## config.mk

```make
export PLATFORM = sky130hd
export DESIGN_NAME = asmc_ctrl
export DESIGN_NICKNAME = d
export VERILOG_FILES = /design/src/asmc_pkg.sv /design/src/asmc_ctrl.sv /design/src/asmc_lane_dec.sv
export SDC_FILE = /design/constraint.sdc
export NUM_CORES = 1
export LEC_CHECK = 0
export ABC_CLOCK_PERIOD_IN_PS = 1600
export CAP_MARGIN = 30
export CORE_MARGIN = 4
export CORE_UTILIZATION = 40
export CTS_CLUSTER_SIZE = 30
export DETAILED_ROUTE_END_ITERATION = 7
export DONT_BUFFER_PORTS = 1
export PLACE_DENSITY_LB_ADDON = 0.3
export SYNTH_ARGS = -nofsm -noshare
export SYNTH_HDL_FRONTEND = slang
export SYNTH_SLANG_ARGS = --single-unit
```

## constraint.sdc

```tcl
create_clock -name clk -period 1.6 [get_ports clk]
set_input_delay 0.32 -clock clk [delete_from_list [all_inputs] [get_ports clk]]
set_output_delay 0.32 -clock clk [all_outputs]
set_load 0.005 [all_outputs]
```

## src/asmc_pkg.sv

```systemverilog
// asmc_pkg: shared constants and carriers for the async sram host controller
package asmc_pkg;
    // ==========================================================
    // geometry
    localparam int ASMC_ADDR_W = 19;
    localparam int ASMC_DATA_W = 16;
    localparam int ASMC_LANE_W = 8;
    // ==========================================================
    // timing, ns, with derived cycle counts at 100 MHz
    localparam int ASMC_CLK_NS = 10;
    localparam int ASMC_T_AA_NS = 45;     // address to data valid, longest
    localparam int ASMC_T_PWE_NS = 35;    // write strobe pulse, least
    localparam int ASMC_T_SD_NS = 25;     // data setup to write end, least
    localparam int ASMC_T_HZWE_NS = 18;   // strobe low to high z, longest
    localparam int ASMC_T_LZWE_NS = 10;   // strobe high to low z, least
    localparam int ASMC_RD_CYC = (ASMC_T_AA_NS + ASMC_CLK_NS - 1) / ASMC_CLK_NS + 1;
    localparam int ASMC_WR_CYC_RAW = (ASMC_T_PWE_NS > ASMC_T_SD_NS + ASMC_T_HZWE_NS) ?
        ASMC_T_PWE_NS : ASMC_T_SD_NS + ASMC_T_HZWE_NS;
    localparam int ASMC_WR_CYC = (ASMC_WR_CYC_RAW + ASMC_CLK_NS - 1) / ASMC_CLK_NS;
    localparam int ASMC_GAP_CYC = (ASMC_T_LZWE_NS + ASMC_CLK_NS - 1) / ASMC_CLK_NS;
    localparam int ASMC_CNT_W = 4;
    // ==========================================================
    // pin carriers
    typedef struct packed {
        logic chip_select_low_n;
        logic chip_select_high;
        logic write_n;
        logic out_en_n;
        logic upper_lane_sel_n;
        logic lower_lane_sel_n;
    } asmc_ctl_s;
    localparam asmc_ctl_s ASMC_CTL_IDLE = '{1'b1, 1'b0, 1'b1, 1'b1, 1'b1, 1'b1};
    typedef struct packed {
        logic write;
        logic [1:0] lanes;   // bit1 upper, bit0 lower
        logic [ASMC_ADDR_W-1:0] addr;
        logic [ASMC_DATA_W-1:0] wdata;
    } asmc_req_s;
endpackage : asmc_pkg

```

## src/asmc_ctrl.sv

```systemverilog
// asmc_ctrl: host side controller driving an asynchronous 16-bit static memory
`timescale 1ns/100ps
module asmc_ctrl
    import asmc_pkg::*;
#(
    parameter int RD_CYC = ASMC_RD_CYC,
    parameter int WR_CYC = ASMC_WR_CYC,
    parameter int GAP_CYC = ASMC_GAP_CYC
) (
    // clock and reset
    input wire logic clk,
    input wire logic sys_rst,
    // user request
    input wire logic req_valid,
    output logic req_ready,
    input wire asmc_req_s req,
    // user response
    output logic rsp_valid,
    output logic [ASMC_DATA_W-1:0] rsp_rdata,
    // memory pins
    output asmc_ctl_s mem_ctl,
    output logic [ASMC_ADDR_W-1:0] mem_addr,
    input wire logic [ASMC_DATA_W-1:0] mem_dq_i,
    output logic [ASMC_DATA_W-1:0] mem_dq_o,
    output logic [ASMC_DATA_W-1:0] mem_dq_oe
);
    // ==========================================================
    // elaboration checks: every phase must fit the counter, and a read must outlast the two sync stages
    localparam int RD_MIN = 3; // two sync flops plus one cycle of settled data
    localparam int CNT_SPAN = 1 << ASMC_CNT_W;
    if (RD_CYC < RD_MIN || RD_CYC >= CNT_SPAN) begin : g_bad_rd
        $error("asmc_ctrl: RD_CYC out of range");
    end
    if (WR_CYC < 1 || WR_CYC >= CNT_SPAN) begin : g_bad_wr
        $error("asmc_ctrl: WR_CYC out of range");
    end
    if (GAP_CYC < 1 || GAP_CYC >= CNT_SPAN) begin : g_bad_gap
        $error("asmc_ctrl: GAP_CYC out of range");
    end

    // access phases; ST_WR_SET gives the address one cycle of setup before the strobe falls
    typedef enum logic [2:0] {ST_IDLE, ST_RD, ST_WR_SET, ST_WR, ST_GAP} asmc_state_e;

    // counter end points, cut to the counter width on purpose
    localparam logic [ASMC_CNT_W-1:0] RD_LAST = ASMC_CNT_W'(RD_CYC - 1);
    localparam logic [ASMC_CNT_W-1:0] WR_LAST = ASMC_CNT_W'(WR_CYC - 1);
    localparam logic [ASMC_CNT_W-1:0] GAP_LAST = ASMC_CNT_W'(GAP_CYC - 1);
    localparam logic [ASMC_CNT_W-1:0] CNT_ZERO = '0;
    localparam logic [ASMC_CNT_W-1:0] CNT_ONE = ASMC_CNT_W'(1);

    // state, counter, pin and response registers
    asmc_state_e state_q, state_d;
    logic [ASMC_CNT_W-1:0] cnt_q, cnt_d;
    asmc_req_s cur_q;
    asmc_ctl_s ctl_q, ctl_d;
    logic dq_oe_q, dq_oe_d;
    logic [ASMC_DATA_W-1:0] dq_s1_q, dq_s2_q;
    logic rsp_valid_q;
    logic [ASMC_DATA_W-1:0] rdata_q;

    // ==========================================================
    // decode of request and pin data
    wire take_req = (state_q == ST_IDLE) && req_valid && (req.lanes != 2'b00);
    wire cnt_done_rd = (cnt_q == RD_LAST);
    wire cnt_done_wr = (cnt_q == WR_LAST);
    wire cnt_done_gap = (cnt_q == GAP_LAST);
    // last cycle of each access; the response pulse follows these by one register
    wire rd_done = (state_q == ST_RD) && cnt_done_rd;
    wire wr_done = (state_q == ST_WR) && cnt_done_wr;
    wire [1:0] lane_sel_n;
    wire [ASMC_DATA_W-1:0] merged_rdata;

    asmc_lane_dec u_lane (
        .lanes(cur_q.lanes),
        .pin_data(dq_s2_q),
        .prev_data(rdata_q),
        .sel_n(lane_sel_n),
        .merged(merged_rdata)
    );

    // a request with no lanes would only put the memory in standby, so it is dropped at once
    assign req_ready = (state_q == ST_IDLE);

    // pins and response come straight from registers, so they never glitch
    assign rsp_valid = rsp_valid_q;
    assign rsp_rdata = rdata_q;
    assign mem_ctl = ctl_q;
    assign mem_addr = cur_q.addr;
    assign mem_dq_o = cur_q.wdata;
    assign mem_dq_oe = {ASMC_DATA_W{dq_oe_q}};

    // ==========================================================
    // sequencer: all pin levels come from flops so selects are never mid-level or glitching
    always_comb begin
        state_d = state_q;
        cnt_d = cnt_q + CNT_ONE;
        ctl_d = ctl_q;
        dq_oe_d = dq_oe_q;
        unique case (state_q)
            ST_IDLE: begin
                cnt_d = CNT_ZERO;
                ctl_d = ASMC_CTL_IDLE;
                dq_oe_d = 1'b0;
                if (take_req && !req.write) begin
                    // read: address and selects go out at one edge, the access time covers both
                    state_d = ST_RD;
                    ctl_d.chip_select_low_n = 1'b0;
                    ctl_d.chip_select_high = 1'b1;
                    ctl_d.out_en_n = 1'b0;
                    ctl_d.upper_lane_sel_n = ~req.lanes[1];
                    ctl_d.lower_lane_sel_n = ~req.lanes[0];
                end else if (take_req) begin
                    // address settles one cycle before any control goes active
                    state_d = ST_WR_SET;
                end
            end
            ST_RD: begin
                // data is sampled through two flops, so hold the access RD_CYC cycles
                if (cnt_done_rd) begin
                    state_d = ST_GAP;
                    cnt_d = CNT_ZERO;
                    ctl_d = ASMC_CTL_IDLE;
                end
            end
            ST_WR_SET: begin
                // output enable stays high so the memory is floating when data is driven
                state_d = ST_WR;
                cnt_d = CNT_ZERO;
                dq_oe_d = 1'b1;
                ctl_d.chip_select_low_n = 1'b0;
                ctl_d.chip_select_high = 1'b1;
                ctl_d.write_n = 1'b0;
                ctl_d.out_en_n = 1'b1;
                ctl_d.upper_lane_sel_n = lane_sel_n[1];
                ctl_d.lower_lane_sel_n = lane_sel_n[0];
            end
            ST_WR: begin
                // strobe, chip selects and lane selects all go inactive together to end the write; data stays driven one more cycle past them
                if (cnt_done_wr) begin
                    state_d = ST_GAP;
                    cnt_d = CNT_ZERO;
                    ctl_d = ASMC_CTL_IDLE;
                end
            end
            ST_GAP: begin
                // turnaround: the bus is released before the next access may start
                dq_oe_d = 1'b0;
                if (cnt_done_gap) begin
                    state_d = ST_IDLE;
                end
            end
            default: begin
                state_d = ST_IDLE;
                ctl_d = ASMC_CTL_IDLE;
                dq_oe_d = 1'b0;
            end
        endcase
    end

    // ==========================================================
    // state and pin flops
    always_ff @(posedge clk) begin
        if (sys_rst) begin
            state_q <= ST_IDLE;
            cnt_q <= CNT_ZERO;
            ctl_q <= ASMC_CTL_IDLE;
            dq_oe_q <= 1'b0;
        end else begin
            state_q <= state_d;
            cnt_q <= cnt_d;
            ctl_q <= ctl_d;
            dq_oe_q <= dq_oe_d;
        end
    end

    // request capture; address and data are held stable for the whole access
    always_ff @(posedge clk) begin
        if (sys_rst) begin
            cur_q <= '0;
        end else if (take_req) begin
            cur_q <= req;
        end
    end

    // pin data synchroniser: only the second stage is read, the first may be metastable
    always_ff @(posedge clk) begin
        if (sys_rst) begin
            dq_s1_q <= '0;
            dq_s2_q <= '0;
        end else begin
            dq_s1_q <= mem_dq_i;
            dq_s2_q <= dq_s1_q;
        end
    end

    // response pulse and word; unselected lanes keep the previous read
    always_ff @(posedge clk) begin
        if (sys_rst) begin
            rsp_valid_q <= 1'b0;
            rdata_q <= '0;
        end else begin
            rsp_valid_q <= rd_done || wr_done;
            if (rd_done) begin
                rdata_q <= merged_rdata;
            end
        end
    end
endmodule : asmc_ctrl

```

## src/asmc_lane_dec.sv

```systemverilog
// asmc_lane_dec: per-lane byte select decode and read data merge
`timescale 1ns/100ps
module asmc_lane_dec
    import asmc_pkg::*;
(
    // request lanes
    input wire logic [1:0] lanes,
    // captured pin data and previous read word
    input wire logic [ASMC_DATA_W-1:0] pin_data,
    input wire logic [ASMC_DATA_W-1:0] prev_data,
    // decoded selects and merged word
    output logic [1:0] sel_n,
    output logic [ASMC_DATA_W-1:0] merged
);
    // ==========================================================
    // one lane per generate pass; an unselected lane keeps old data since the device floats it
    for (genvar g = 0; g < 2; g++) begin : g_lane
        assign sel_n[g] = ~lanes[g];
        assign merged[g*ASMC_LANE_W +: ASMC_LANE_W] = lanes[g] ?
            pin_data[g*ASMC_LANE_W +: ASMC_LANE_W] : prev_data[g*ASMC_LANE_W +: ASMC_LANE_W];
    end
endmodule : asmc_lane_dec

```

==> out/metrics.yaml <==
die:
  chipHeight_um: 108
  core.rowCount: 36
  initial_core_util_pct: 41.0
  ios: 132
  die_area_um2: 11700
  fp.coreArea_um2: 9770
  die_w_um: 108
logic_synthesis:
  synth-simple-area-share_pct: 20.2
  ys_seq_area_share_pct: 50.0
  ys_dominant_reg_cell: "dfxtp_1"
  synth_edf_count: 0
  yosys_warnings: 0
  post-synth-top-area-cell: "dfxtp_1"
  yosysUniqueCellTypes: 40
  synth_top_family_by_area: "simple AND/OR/NAND/NOR gates"
  syn_area_um2: 4010
  synth-compound-area-share_pct: 10.5
  synth.ff_latch_count: 100
  synth_top_cell_area_share_pct: 50.0
  async_reset_ff_share_pct: 0
  syn_area_per_cell_um2: 9.63
  yosys.area_share.adder_pct: 0.937
  synth_xor_area_share_pct: 0.437
  synthTopCellsByArea: "dfxtp_1 (50%), buf_4 (9.7%), nand2_1 (6.4%)"
  syn_nets: 476
  syn_inst: 416
  muxShareOfSynthArea_pct: 4.25
final_layout:
  design_area_um2: 4050
  antenna_cells: 0
  synthToLayoutAreaGrowth_pct: 1.19
  stdcell_count: 507
  fin_nets: 429
  nFillCells: 982
  multi_input_comb_area_um2: 1480
  drive_above_1_share_pct: 18.2
  register_area_um2: 2010
min_path:
  min-delay-start: "sys_rst"
  hold_class: "in2reg"
  holdPathStages: 1
cts:
  htreeDepth: 3
  clkLatencyLatePin_ns: 0.36
  cts_tree: "yes"
  clkSinkCount: 100
  cts_made_buffers: 9
  clock_path_buffers: 2
  clk_pin_slew_ns: 0.11
  cts-root-buf: "clkbuf_8"
critical_path:
  r2r_start: "cnt_q[0]"
  cp_max_fo: 6
  cp-start-kind: "register"
  critPathRequiredTime_ns: 1.85
  path_class: "reg2reg"
  cp-end-kind: "register"
  reg2reg_depth: 5
  critPathLaunch: "cnt_q[0]"
  critPathArrivalTime_ns: 1.77
place:
  dpl.hpwl_um: 4950
  place_area_um2: 3690
  gp_congestion: 0.693
  placed_cells: 481
  portBuffers: 0
global_routing:
  track_usage_pct: 12.9
  grt_pass1_vias: 2314
  grt_first_pass_wirelength_um: 11700
  antenna_found_initial: 0
  grt_overflow: 0
  grt_max_degree: 67
power_and_ir_drop:
  vdd_drop_max_mv: 0.454
  p_total_mw: 4.96
  power_density_nw_per_um2: 1220
  leakagePower_nw: 1.55
drt:
  ant_nets: 0
  viasPerCell: 4.62
  drt-pass1-iter-count: 4
  drt-total-wl_um: 7950
  drcViolationCount: 0
  drt_iter0_drc: 118
  vias: 2341
  wl_per_cell_um: 15.7
run_status:
  status: "completed"
timing:
  final-setup-viol-count: 0
  worst_pin_slew_ns: 0.457
  fmax_mhz: 661
  post-route-period-util_pct: 94.6
  period_minus_slack_ns: 1.51
  finClkSkew_ns: 0.0167
  hold_viol_final: 0
  rsz0062_at_grt: "no"
  relSlewSlack_pct: 69.4
  tns_ns: 0
  final_max_slew_viol_count: 0
flow_run:
  drv_cap: 0
-- routing by layer --
layer | vias to the layer above | wire length, µm | global-route usage [%]
li1 | 1192 | - | -
met2 | 66 | 4100 | 23.1
met3 | 4 | 517 | 4.72
met5 | - | 0 | 0
met1 | 1079 | 3270 | 14.6
met4 | 0 | 59 | 3.25
-- area by class of cell --
cell class	count	area share (%)
Sequential cell	100	49.5
Multi-Input combinational cell	239	36.4
Timing Repair Buffer	15	4.38
Tap cell	133	4.11
Clock buffer	9	3.06
Clock inverter	7	2.19
Inverter	4	0.370
-- state kept, by name, indices dropped and copies added, names as in the netlist --
signal,count
mem_addr,19
dq_s1_q,16
dq_s2_q,16
mem_dq_o,16
rsp_rdata,16
mem_ctl,6
cnt_q,4
state_q,3
cur_q,2
dq_oe_q,1
rsp_valid,1
-- what timing repair did --
item | 4_1_cts | 5_1_grt
setup endpoints to repair | 1 | 18
gates resized for setup | 0 | 6
gates cloned | 0 | 0
buffers inserted | 0 | 0
hold buffers | 6 | 4
endpoints found under the hold margin | 37 | 30
-- worst max-delay path: stages (launching register included) --
cell	delay, ns
dfxtp_1	0.41
inv_1	0.06
ha_1	0.22
nand2b_1	0.14
and3_1	0.26
o32a_1	0.32
-- cells in the final DEF, fill, tap and decap left out, drive strengths merged, types with 5 or more instances in the layout --
| cell | instances |
|---|---|
| nand3 | 5 |
| a21oi | 40 |
| nor2 | 29 |
| mux2i | 17 |
| dfxtp | 100 |
| dlygate4sd3 | 8 |
| buf | 7 |
| nor2b | 33 |
| clkbuf | 9 |
| nand2 | 75 |
| inv | 7 |
-- report_power, final --
group | leakage [nW] | total (mW) | internal (mW) | switching (mW)
registers | 0.820 | 2.77 | 2.64 | 0.127
clock network | 0.106 | 1.62 | 0.635 | 0.989
logic | 0.629 | 0.568 | 0.235 | 0.333
total | 1.55 | 4.96 | 3.51 | 1.45
-- cells by family (layout without fill, tap and decap cells) --
family          count (synthesis)  count (layout)
compound gates                 55              55
simple gates                  162             162
xor+xnor                        2               2
buf+inv                        77              35
fa+ha+maj                       3               3
flops                         100             100
mux                            17              17
-- cells in the mapped netlist (3+ instances only) --
cell type	count
o21ai_0	3
buf_4	52
nand2_1	68
a21oi_1	11
buf_12	3
nor2_1	29
and3b_1	3
ha_1	3
nor2b_1	33
inv_1	4
clkbuf_1	14
nand2b_1	4
nand3_1	3
mux2i_1	17
nand2_2	7
dfxtp_1	100
nand3b_1	3
a21oi_2	29
-- through the flow --
step	utilization, %	hold slack (ns)	setup slack (ns)
finish	41.5	0.0216	0.0870
global route	41.5	0.000570	0.000488
CTS	40.7	-0.00603	-0.000559
detailed placement	37.7	0.401	0.0292
global placement	37.7	0.399	0.0953
floorplan	-	0.414	0.159
-- path summary, 6_finish.rpt --
kind / slack, ns / to
worst max-delay path: 0.09 / mem_ctl[1]
worst min-delay path: 0.02 / dq_oe_q
worst max register to register: 0.09 / mem_ctl[1]
worst min register to register: 0.45 / dq_s2_q[9]
Note: power is estimated with default switching activity, not from simulation.
